<file path="src/hw/ppd_pkg.sv">
// constants for the port pin drive and interrupt block
package ppd_pkg;
    localparam int NPIN = 8;
    localparam int NOE  = 16;
    // register byte offsets
    localparam logic [11:0] OFS_DR    = 12'h000;
    localparam logic [11:0] OFS_DM0   = 12'h004;
    localparam logic [11:0] OFS_DM1   = 12'h008;
    localparam logic [11:0] OFS_DM2   = 12'h00C;
    localparam logic [11:0] OFS_SLW   = 12'h010;
    localparam logic [11:0] OFS_BYP   = 12'h014;
    localparam logic [11:0] OFS_BIE   = 12'h018;
    localparam logic [11:0] OFS_INDIS = 12'h01C;
    localparam logic [11:0] OFS_CTL   = 12'h020;
    localparam logic [11:0] OFS_PS    = 12'h024;
    localparam logic [11:0] OFS_ITYP  = 12'h028;
    localparam logic [11:0] OFS_ISTAT = 12'h02C;
    localparam logic [11:0] OFS_SIOREG = 12'h030;
    localparam logic [11:0] OFS_OESEL = 12'h040;
    localparam logic [11:0] OFS_PIN   = 12'h080;
    // pin form field positions
    localparam int PF_DR = 0;
    localparam int PF_PS = 1;
    localparam int PF_DM = 2;
    localparam int PF_SLW = 5;
    localparam int PF_BIE = 6;
    localparam int PF_BYP = 7;
    // drive mode codes
    typedef enum logic [2:0] {
        DM_HIZ_ANA = 3'h0,
        DM_HIZ_DIG = 3'h1,
        DM_RES_UP  = 3'h2,
        DM_RES_DN  = 3'h3,
        DM_OD_LO   = 3'h4,
        DM_OD_HI   = 3'h5,
        DM_STRONG  = 3'h6,
        DM_RES_UD  = 3'h7
    } ppd_mode_t;
    // interrupt type codes
    localparam logic [1:0] IT_NONE = 2'h0;
    localparam logic [1:0] IT_RISE = 2'h1;
    localparam logic [1:0] IT_FALL = 2'h2;
    localparam logic [1:0] IT_BOTH = 2'h3;
endpackage

</file>
<file path="src/hw/ppd_port.sv">
// port pin drive, bypass, bidirectional control and edge interrupts
//
// Behaviour
// - each pin has a three-bit drive mode
// - mode zero at reset: no drive, input off
// - mode one: high-z, input buffer on
// - pull-up/pull-down modes: resistive plus strong
// - open-drain low and high modes
// - strong mode drives both levels strongly
// - mode seven: resistive both ways
// - regulated special pins lose resistive modes
// - data from register or bypass signal
// - port-wide registers, one bit per pin
// - pin-form register aliases same settings
// - control bus enable switches to high-z input
// - sixteen enables routable to any pin
// - per-pin slew for strong/open-drain only
// - one interrupt unit per port
// - per-pin rising, falling, both or none
// - edge sets status bit, raises request
// - edge only, no level interrupts
// - port threshold select, always hysteresis
// - per-pin input buffer disable
//
// Design decisions made here: the register offsets and the APB slave port.
`timescale 1ns/10ps
module ppd_port
    import ppd_pkg::*;
(
    input  wire logic              clk_sys,
    input  wire logic              arst_n,
    input  wire logic [11:0]       paddr,
    input  wire logic              psel,
    input  wire logic              penable,
    input  wire logic              pwrite,
    input  wire logic [31:0]       pwdata,
    output logic      [31:0]       prdata,
    output logic                   pready,
    output logic                   pslverr,
    input  wire logic [NPIN-1:0]   pinIn,
    output logic      [NPIN-1:0]   pinOut,
    output logic      [NPIN-1:0]   pinOe,
    output logic      [NPIN-1:0]   pinResUp,
    output logic      [NPIN-1:0]   pinResDn,
    output logic      [NPIN-1:0]   pinSlowSlew,
    output logic      [NPIN-1:0]   pinInBufEn,
    output logic                   lvttlSelect,
    input  wire logic [NPIN-1:0]   bypassData,
    input  wire logic [NOE-1:0]    auxOe,
    output logic      [NPIN-1:0]   systemIn,
    output logic                   portIrq
);
    typedef struct packed {
        logic [NPIN-1:0]   dr;
        logic [NPIN-1:0]   dm0;
        logic [NPIN-1:0]   dm1;
        logic [NPIN-1:0]   dm2;
        logic [NPIN-1:0]   slw;
        logic [NPIN-1:0]   byp;
        logic [NPIN-1:0]   bie;
        logic [NPIN-1:0]   inDis;
        logic [NPIN-1:0]   sioReg;
        logic              lvttl;
        logic [2*NPIN-1:0] itype;
        logic [NPIN-1:0]   istat;
        logic [4*NPIN-1:0] oeSel;
        logic [NPIN-1:0]   sync1;
        logic [NPIN-1:0]   sync2;
        logic [NPIN-1:0]   prev;
        logic [31:0]       rdata;
        logic              ready;
        logic              err;
        logic [NPIN-1:0]   out;
        logic [NPIN-1:0]   oe;
        logic [NPIN-1:0]   resUp;
        logic [NPIN-1:0]   resDn;
        logic [NPIN-1:0]   slow;
        logic [NPIN-1:0]   inEn;
        logic [NPIN-1:0]   sysIn;
        logic              irq;
    } ppd_state_t;

    ppd_state_t st;
    ppd_state_t next_st;

    logic [NPIN-1:0] edgeHit;
    logic [NPIN-1:0] inOn;
    logic [NPIN-1:0] drvOut;
    logic [NPIN-1:0] drvOe;
    logic [NPIN-1:0] drvUp;
    logic [NPIN-1:0] drvDn;
    logic [NPIN-1:0] drvSlow;
    logic [NPIN-1:0] auxOn;

    genvar g;
    generate
        for (g = 0; g < NPIN; g++)
        begin : gPin
            ppd_mode_t mode;
            logic      data;
            logic      bidirIn;
            logic      rise;
            logic      fall;
            assign mode = ppd_mode_t'({st.dm2[g], st.dm1[g],
                                       st.dm0[g]});
            assign data = st.byp[g] ? bypassData[g] : st.dr[g];
            assign auxOn[g] = auxOe[st.oeSel[4*g +: 4]];
            // enable low forces high-z; the input buffer still follows the drive mode
            assign bidirIn = st.bie[g] & ~auxOn[g];
            always_comb
            begin
                drvOut[g] = data;
                drvOe[g]  = 1'b0;
                drvUp[g]  = 1'b0;
                drvDn[g]  = 1'b0;
                if (!bidirIn)
                begin
                    case (mode)
                        DM_HIZ_ANA: drvOe[g] = 1'b0;
                        DM_HIZ_DIG: drvOe[g] = 1'b0;
                        DM_RES_UP:
                        begin
                            drvOe[g] = ~data;
                            drvUp[g] = data & ~st.sioReg[g];
                        end
                        DM_RES_DN:
                        begin
                            drvOe[g] = data;
                            drvDn[g] = ~data & ~st.sioReg[g];
                        end
                        DM_OD_LO: drvOe[g] = ~data;
                        DM_OD_HI: drvOe[g] = data;
                        DM_STRONG: drvOe[g] = 1'b1;
                        DM_RES_UD:
                        begin
                            drvUp[g] = data & ~st.sioReg[g];
                            drvDn[g] = ~data & ~st.sioReg[g];
                        end
                        default: drvOe[g] = 1'b0;
                    endcase
                end
            end
            // slew only matters in strong and open-drain
            assign drvSlow[g] = ~st.slw[g] & mode[2]
                                & ~(mode[1] & mode[0]);
            assign inOn[g] = (mode != DM_HIZ_ANA)
                             & ~st.inDis[g];
            // edge only; no level behaviour anywhere in this block
            assign rise = st.sync2[g] & ~st.prev[g] & inOn[g];
            assign fall = ~st.sync2[g] & st.prev[g] & inOn[g];
            always_comb
            begin
                case (st.itype[2*g +: 2])
                    IT_RISE: edgeHit[g] = rise;
                    IT_FALL: edgeHit[g] = fall;
                    IT_BOTH: edgeHit[g] = rise | fall;
                    default: edgeHit[g] = 1'b0;
                endcase
            end
        end
    endgenerate

    logic        acc;
    logic        wr;
    logic        pinHit;
    logic [2:0]  pinIdx;
    logic [31:0] rd;
    logic        bad;
    logic        istatRd;

    assign acc    = psel & penable & ~st.ready;
    assign wr     = acc & pwrite;
    assign pinHit = paddr[11:5] == OFS_PIN[11:5];
    assign pinIdx = paddr[4:2];
    assign istatRd = acc & ~pwrite & ~pinHit & (paddr == OFS_ISTAT);

    always_comb
    begin
        next_st = st;
        rd  = 32'h0000_0000;
        bad = 1'b0;
        // pin form gathers this pin's most-used bits
        if (pinHit)
        begin
            rd[PF_DR]  = st.dr[pinIdx];
            rd[PF_PS]  = st.sync2[pinIdx];
            rd[PF_DM]  = st.dm0[pinIdx];
            rd[PF_DM+1] = st.dm1[pinIdx];
            rd[PF_DM+2] = st.dm2[pinIdx];
            rd[PF_SLW] = st.slw[pinIdx];
            rd[PF_BIE] = st.bie[pinIdx];
            rd[PF_BYP] = st.byp[pinIdx];
        end
        else
        begin
            case (paddr)
                OFS_DR:    rd[NPIN-1:0] = st.dr;
                OFS_DM0:   rd[NPIN-1:0] = st.dm0;
                OFS_DM1:   rd[NPIN-1:0] = st.dm1;
                OFS_DM2:   rd[NPIN-1:0] = st.dm2;
                OFS_SLW:   rd[NPIN-1:0] = st.slw;
                OFS_BYP:   rd[NPIN-1:0] = st.byp;
                OFS_BIE:   rd[NPIN-1:0] = st.bie;
                OFS_INDIS: rd[NPIN-1:0] = st.inDis;
                OFS_CTL:   rd[0] = st.lvttl;
                OFS_PS:    rd[NPIN-1:0] = st.sync2;
                OFS_ITYP:  rd[2*NPIN-1:0] = st.itype;
                OFS_ISTAT: rd[NPIN-1:0] = st.istat;
                OFS_SIOREG: rd[NPIN-1:0] = st.sioReg;
                OFS_OESEL: rd = st.oeSel;
                default:   bad = 1'b1;
            endcase
        end
        if (wr)
        begin
            if (pinHit)
            begin
                next_st.dr[pinIdx]  = pwdata[PF_DR];
                next_st.dm0[pinIdx] = pwdata[PF_DM];
                next_st.dm1[pinIdx] = pwdata[PF_DM+1];
                next_st.dm2[pinIdx] = pwdata[PF_DM+2];
                next_st.slw[pinIdx] = pwdata[PF_SLW];
                next_st.bie[pinIdx] = pwdata[PF_BIE];
                next_st.byp[pinIdx] = pwdata[PF_BYP];
            end
            else
            begin
                case (paddr)
                    OFS_DR:    next_st.dr = pwdata[NPIN-1:0];
                    OFS_DM0:   next_st.dm0 = pwdata[NPIN-1:0];
                    OFS_DM1:   next_st.dm1 = pwdata[NPIN-1:0];
                    OFS_DM2:   next_st.dm2 = pwdata[NPIN-1:0];
                    OFS_SLW:   next_st.slw = pwdata[NPIN-1:0];
                    OFS_BYP:   next_st.byp = pwdata[NPIN-1:0];
                    OFS_BIE:   next_st.bie = pwdata[NPIN-1:0];
                    OFS_INDIS: next_st.inDis = pwdata[NPIN-1:0];
                    OFS_CTL:   next_st.lvttl = pwdata[0];
                    OFS_ITYP:  next_st.itype = pwdata[2*NPIN-1:0];
                    OFS_SIOREG: next_st.sioReg = pwdata[NPIN-1:0];
                    OFS_OESEL: next_st.oeSel = pwdata;
                    default:   next_st.istat = st.istat;
                endcase
            end
        end
        // status clears on read; a same-cycle edge still wins
        if (istatRd)
            next_st.istat = 8'h00;
        next_st.istat = next_st.istat | edgeHit;
        next_st.irq   = |next_st.istat;
        next_st.ready = acc;
        next_st.err   = acc & bad;
        next_st.rdata = acc ? rd : 32'h0000_0000;
        // two-stage sync keeps each edge to one hit
        next_st.sync1 = pinIn;
        next_st.sync2 = st.sync1;
        next_st.prev  = st.sync2;
        next_st.out   = drvOut;
        next_st.oe    = drvOe;
        next_st.resUp = drvUp;
        next_st.resDn = drvDn;
        next_st.slow  = drvSlow;
        next_st.inEn  = inOn;
        next_st.sysIn = st.sync2 & inOn;
    end

    always_ff @(posedge clk_sys or negedge arst_n)
    begin
        if (!arst_n)
            st <= '0;
        else
            st <= next_st;
    end

    assign prdata      = st.rdata;
    assign pready      = st.ready;
    assign pslverr     = st.err;
    assign pinOut      = st.out;
    assign pinOe       = st.oe;
    assign pinResUp    = st.resUp;
    assign pinResDn    = st.resDn;
    assign pinSlowSlew = st.slow;
    assign pinInBufEn  = st.inEn;
    assign lvttlSelect = st.lvttl;
    assign systemIn    = st.sysIn;
    assign portIrq     = st.irq;

    a_strong_drive: assert property (
        @(posedge clk_sys) disable iff (!arst_n)
        st.dm2 == 8'hFF && st.dm1 == 8'hFF && st.dm0 == 8'h00 && st.bie == 8'h00
        |=> pinOe == 8'hFF)
        else $error("strong mode not driving");

    a_edge_status: assert property (
        @(posedge clk_sys) disable iff (!arst_n)
        |edgeHit
        |=> (st.istat & $past(edgeHit)) == $past(edgeHit))
        else $error("edge did not set status");

    a_irq_follow: assert property (
        @(posedge clk_sys) disable iff (!arst_n)
        $rose(|st.istat)
        |-> portIrq)
        else $error("irq not raised");

    a_analog_noin: assert property (
        @(posedge clk_sys) disable iff (!arst_n)
        1'b1
        |=> (systemIn & ~$past(inOn)) == 8'h00)
        else $error("input seen with buffer off");

    a_ready_pulse: assert property (
        @(posedge clk_sys) disable iff (!arst_n)
        pready
        |=> !pready)
        else $error("ready held past one cycle");

    a_err_ready: assert property (
        @(posedge clk_sys) disable iff (!arst_n)
        pslverr
        |-> pready)
        else $error("error without ready");

    a_analog_nodrive: assert property (
        @(posedge clk_sys) disable iff (!arst_n)
        (st.dm0 | st.dm1 | st.dm2) == 8'h00
        |=> (pinOe | pinResUp | pinResDn | pinInBufEn) == 8'h00)
        else $error("analog mode drives or senses");

    a_sio_nopull: assert property (
        @(posedge clk_sys) disable iff (!arst_n)
        st.sioReg == 8'hFF
        |=> (pinResUp | pinResDn) == 8'h00)
        else $error("pull on regulated pin");

    a_slew_gate: assert property (
        @(posedge clk_sys) disable iff (!arst_n)
        (pinSlowSlew & (pinResUp | pinResDn))
        == 8'h00)
        else $error("slow slew in resistive mode");

    a_pull_excl: assert property (
        @(posedge clk_sys) disable iff (!arst_n)
        (pinResUp & pinResDn)
        == 8'h00)
        else $error("both pulls on one pin");

    a_status_hold: assert property (
        @(posedge clk_sys) disable iff (!arst_n)
        !istatRd
        |=> (st.istat & $past(st.istat)) == $past(st.istat))
        else $error("status lost without read");

    a_status_source: assert property (
        @(posedge clk_sys) disable iff (!arst_n)
        1'b1
        |=> (st.istat & ~$past(st.istat) & ~$past(edgeHit)) == 8'h00)
        else $error("status set without edge");

    a_bidir_hiz: assert property (
        @(posedge clk_sys) disable iff (!arst_n)
        1'b1
        |=> ((pinOe | pinResUp | pinResDn) & $past(st.bie & ~auxOn)) == 8'h00)
        else $error("drive while bus enable low");

    a_bypass_data: assert property (
        @(posedge clk_sys) disable iff (!arst_n)
        1'b1
        |=> (pinOut & $past(st.byp)) == ($past(bypassData) & $past(st.byp)))
        else $error("bypass data not passed");

    a_od_low: assert property (
        @(posedge clk_sys) disable iff (!arst_n)
        st.dm2 == 8'hFF && st.dm1 == 8'h00 && st.dm0 == 8'h00
        |=> (pinOe & pinOut) == 8'h00)
        else $error("open drain low drove high");

endmodule

</file>
<file path="config.mk">
export PLATFORM = sky130hd
export DESIGN_NAME = ppd_port
export DESIGN_NICKNAME = d
export VERILOG_FILES = /design/src/hw/ppd_pkg.sv /design/src/hw/ppd_port.sv
export SDC_FILE = /design/constraint.sdc
export NUM_CORES = 1
export LEC_CHECK = 0
export BUFFER_PORTS_ARGS = -buffer_cell sky130_fd_sc_hd__clkbuf_2
export CORE_MARGIN = 2
export CORE_UTILIZATION = 53
export CTS_CLUSTER_DIAMETER = 40
export DETAILED_ROUTE_END_ITERATION = 12
export GPL_ROUTABILITY_DRIVEN = 0
export PLACE_DENSITY = 0.77
export SLEW_MARGIN = 20
export SYNTH_ARGS = -nofsm -noshare
export SYNTH_HDL_FRONTEND = slang
export SYNTH_SLANG_ARGS = --single-unit
</file>
<file path="constraint.sdc">
create_clock -name clk_sys -period 1.87 [get_ports clk_sys]
set_input_delay 0.374 -clock clk_sys [delete_from_list [all_inputs] [get_ports clk_sys]]
set_output_delay 0.374 -clock clk_sys [all_outputs]
set_load 0.01 [all_outputs]
</file>
==> out/results.ini <==
[sta]
min_period_ns=2.04
timing.setup.tns_ns=-3.62
finalHoldViolations=0
timing.final.ws_setup_ns=-0.168
fin_hold_ws_ns=0.0927
fin_crit_sh_pct=109
clock_skew_ns=0.0133
setup-violations-final=87
worst_slew_margin_rel_pct=63.0
unrepaired_setup_endpoints_after_global_routing=true
tightest_slew_ns=0.541
slew_violations=0
max_freq_mhz=491

[floorplanning]
die_height_um=162
ioPinCount=173
die_width_um=162
start_util_pct=54.1
design.die.area_um2=26200
floorplan.rows=57
floorplan.core_area_um2=24400

[logic_synthesis]
postSynthRegisterBits=244
synth-edff-count=0
post_synth_num_cell_types=66
synth.avg_cell_area_um2=11.2
yosys_warnings=0
synth-async-reset-ratio_pct=100
synth_ff_type=sky130_fd_sc_hd__dfrtp_1
synth_fp_nets=1263
synthesis.area_um2=13200
yosysSeqAreaShare_pct=46.3
syn-instance-count=1182

[clock_network]
insertion_delay_ns=0.51
cts.reportedPaths.clkPinSlew_ns=0.06
tritoncts=built
max-clock-path-buffers=3
cts_inserted_buffers=36
cts_max_level=2
cts_root_buf=sky130_fd_sc_hd__clkbuf_16
sink_count=244

[place]
dpl.hpwl_mm=32.1
dp_worst_setup_slack_ns=-0.544
buffer_ports.inserted=172

[worst_setup_path]
crit_path_max_incr_delay_ns=0.61
critical-path-top-cell-by-count=sky130_fd_sc_hd__mux4_2
critPathMaxFanout=5
worst-endpoint-arrival_ns=2.42
cp-start-kind=flip-flop
worst_path_cell_trace=mux4_2 -> mux4_2 -> nor2b_1 -> buf_4 -> nor4_1
crit_type=flip-flop to flip-flop
timing.critical_path.to_type=flip-flop
cp.required_ns=2.25
critical_path.slowest_cell=sky130_fd_sc_hd__mux4_2

[run]
maxCapViolations=0

[power]
power.static_leakage_nw=8.18
worst_ir_drop_vdd_uv=1070
design_power_total_mw=13.6
power_density_nw_per_um2=769

[global_route]
grt_max_degree=57
global_route_wire_length_before_repair_mm=68.2
first_global_vias=11800
grtUsageTotal_pct=34.2
grt-ovfl-total=0
number_of_antenna_violations_at_the_first_check_in_global_routing=1

[finish]
flow.area_growth_from_synthesis_pct=34.4
final_net_count=1560
diodes=0
n_fill_cell=1570
fraction_of_layout_cells_with_a_size_suffix_above_1_pct=48.3

[drt]
detail_route.vias_per_cell=6.52
final_antenna_net_count=0
avgRoutedWirePerCell_um=25.3
first_drt_pass_iteration_count=6
total_number_of_vias=11900
remaining_design_rule_violation_count=0
detailedRoute.firstIterationViolations=1587
wl_mm=46.3

[min_path]
worst_hold_path_type=primary input to flip-flop

[status]
violations=negative setup slack
run_status=finished with violations

## critical path, delay by kind of cell, from the launching register on
| family | cells | cell delay [ns] |
|---|---|---|
| buffers and inverters | 1 | 0.13 |
| flip-flops | 1 | 0.45 |
| multiplexers | 2 | 1.13 |
| AND/OR/NAND/NOR | 2 | 0.19 |
## logic make-up after synthesis
kind of cell              after synthesis  synth area share (%)
muxes                                 165                  19.0
and+or+nand+nor                       352                  14.2
xor gates and xnor gates                9                 0.598
AOI/OAI and AO/OA                     228                  11.8
buffers and inverters                 184                  8.17
DFF                                   244                  46.3
## registers in the layout, summed over array words and instances (netlist names)
register     count
pinSlowSlew      8
portIrq          1
prdata          32
pinOe            8
lvttlSelect      1
pinResDn         8
next_st         16
pinOut           8
systemIn         8
gPin.mode       24
pinInBufEn       8
pinResUp         8
pslverr          1
st             112
pready           1
## routing by layer
metal	track usage (%)	part of all wire [%]	vias to the layer above
li1	-	-	4867
met1	44.8	35	5686
met2	52.6	44	1060
met3	8.68	13	307
met4	18.5	7.6	2
met5	0	0.028	-
## final timing paths
path	from	end	slack (ns)	cells after the start
max	st[119]	pinResDn[1]	-0.17	5
min	pwdata[29]	st[144]	0.09	2
max reg2reg	st[119]	pinResDn[1]	-0.17	5
min reg2reg	next_st[101]	next_st[93]	0.34	0
max in group asynchronous	arst_n	next_st[100]	0.86	3
min in group asynchronous	arst_n	st[210]	0.37	2
## report_power, final
group / internal, mW / leakage [nW] / switching (mW)
Combinational: 0.556 / 4.30 / 0.754
Clock: 4.26 / 0.591 / 2.61
Sequential: 5.37 / 3.29 / 0.0759
Total: 10.2 / 8.18 / 3.44
## timing repair
action / CTS / global route
hold endpoints to repair: 51 / 0
pin swaps: 9 / 15
gates cloned: 1 / 4
hold buffers: 9 / 0
gates resized for setup: 52 / 88
setup endpoints to repair: 117 / 110
setup buffers: 2 / 6
## layout by cell type (no fill, tap or decap), drive strengths merged, types with 16 or more instances in the layout
master,n
nor3,17
and2,39
o22ai,16
mux2i,17
a22oi,17
clkbuf,217
buf,250
nand2,144
mux2,89
a21oi,24
mux4,59
nor4,19
a22o,47
dfrtp,244
o21ai,67
nor2,46
## synthesized netlist by cell type (4+ instances only)
library cell                count  area, µm²
sky130_fd_sc_hd__a21oi_1       22        110
sky130_fd_sc_hd__a211oi_1       4       30.0
sky130_fd_sc_hd__mux4_2        59       1330
sky130_fd_sc_hd__mux2_1        10        113
sky130_fd_sc_hd__buf_6          4       45.0
sky130_fd_sc_hd__buf_2         18       90.1
sky130_fd_sc_hd__nor2b_1       13       81.3
sky130_fd_sc_hd__o22ai_1       16        100
sky130_fd_sc_hd__buf_4         89        668
sky130_fd_sc_hd__o21ai_0       66        330
sky130_fd_sc_hd__mux2i_1       17        170
sky130_fd_sc_hd__dfrtp_1      244       6110
sky130_fd_sc_hd__a22oi_1       17        128
sky130_fd_sc_hd__and3b_1        6       52.6
sky130_fd_sc_hd__nor3_1        16       80.1
sky130_fd_sc_hd__a2111oi_0      8       70.1
sky130_fd_sc_hd__a221oi_1       9       78.8
sky130_fd_sc_hd__clkbuf_1      57        214
sky130_fd_sc_hd__inv_1          9       33.8
sky130_fd_sc_hd__xnor2_1        8       70.1
sky130_fd_sc_hd__and2_1        37        231
sky130_fd_sc_hd__nand3b_1       9       67.6
sky130_fd_sc_hd__nor4_1        13       81.3
sky130_fd_sc_hd__a31oi_1        8       50.1
sky130_fd_sc_hd__nor2_1        46        173
sky130_fd_sc_hd__a21o_1        10       75.1
sky130_fd_sc_hd__nand4b_1       9       78.8
sky130_fd_sc_hd__nor3b_1        5       37.5
sky130_fd_sc_hd__mux2_2        79        890
sky130_fd_sc_hd__buf_1          7       26.3
sky130_fd_sc_hd__or3_1          4       25.0
sky130_fd_sc_hd__nand2_1      144        541
sky130_fd_sc_hd__nand4_1       10       62.6
sky130_fd_sc_hd__nand3_1       14       70.1
sky130_fd_sc_hd__a22o_1        47        412
## metrics by stage
stage                     utilization (%)  cells  cell area (µm²)
final                                72.7   1828            17700
after global routing                 72.7   1828            17700
after CTS                            70.6   1818            17200
after detailed placement             64.2   1743            15700
after global placement               64.2   1743            15700
after floorplan                         -   1182            13500
## layout make-up
class	instances	area [µm²]	share of cell area [%]
clock buffer	42	945	5.33
multi-input combinational	754	6690	37.7
timing repair buffer	434	3270	18.4
inverter	9	33.8	0.191
tap	324	405	2.29
clock inverter	21	279	1.57
sequential	244	6120	34.5
Power figures use the tool's default switching activity.
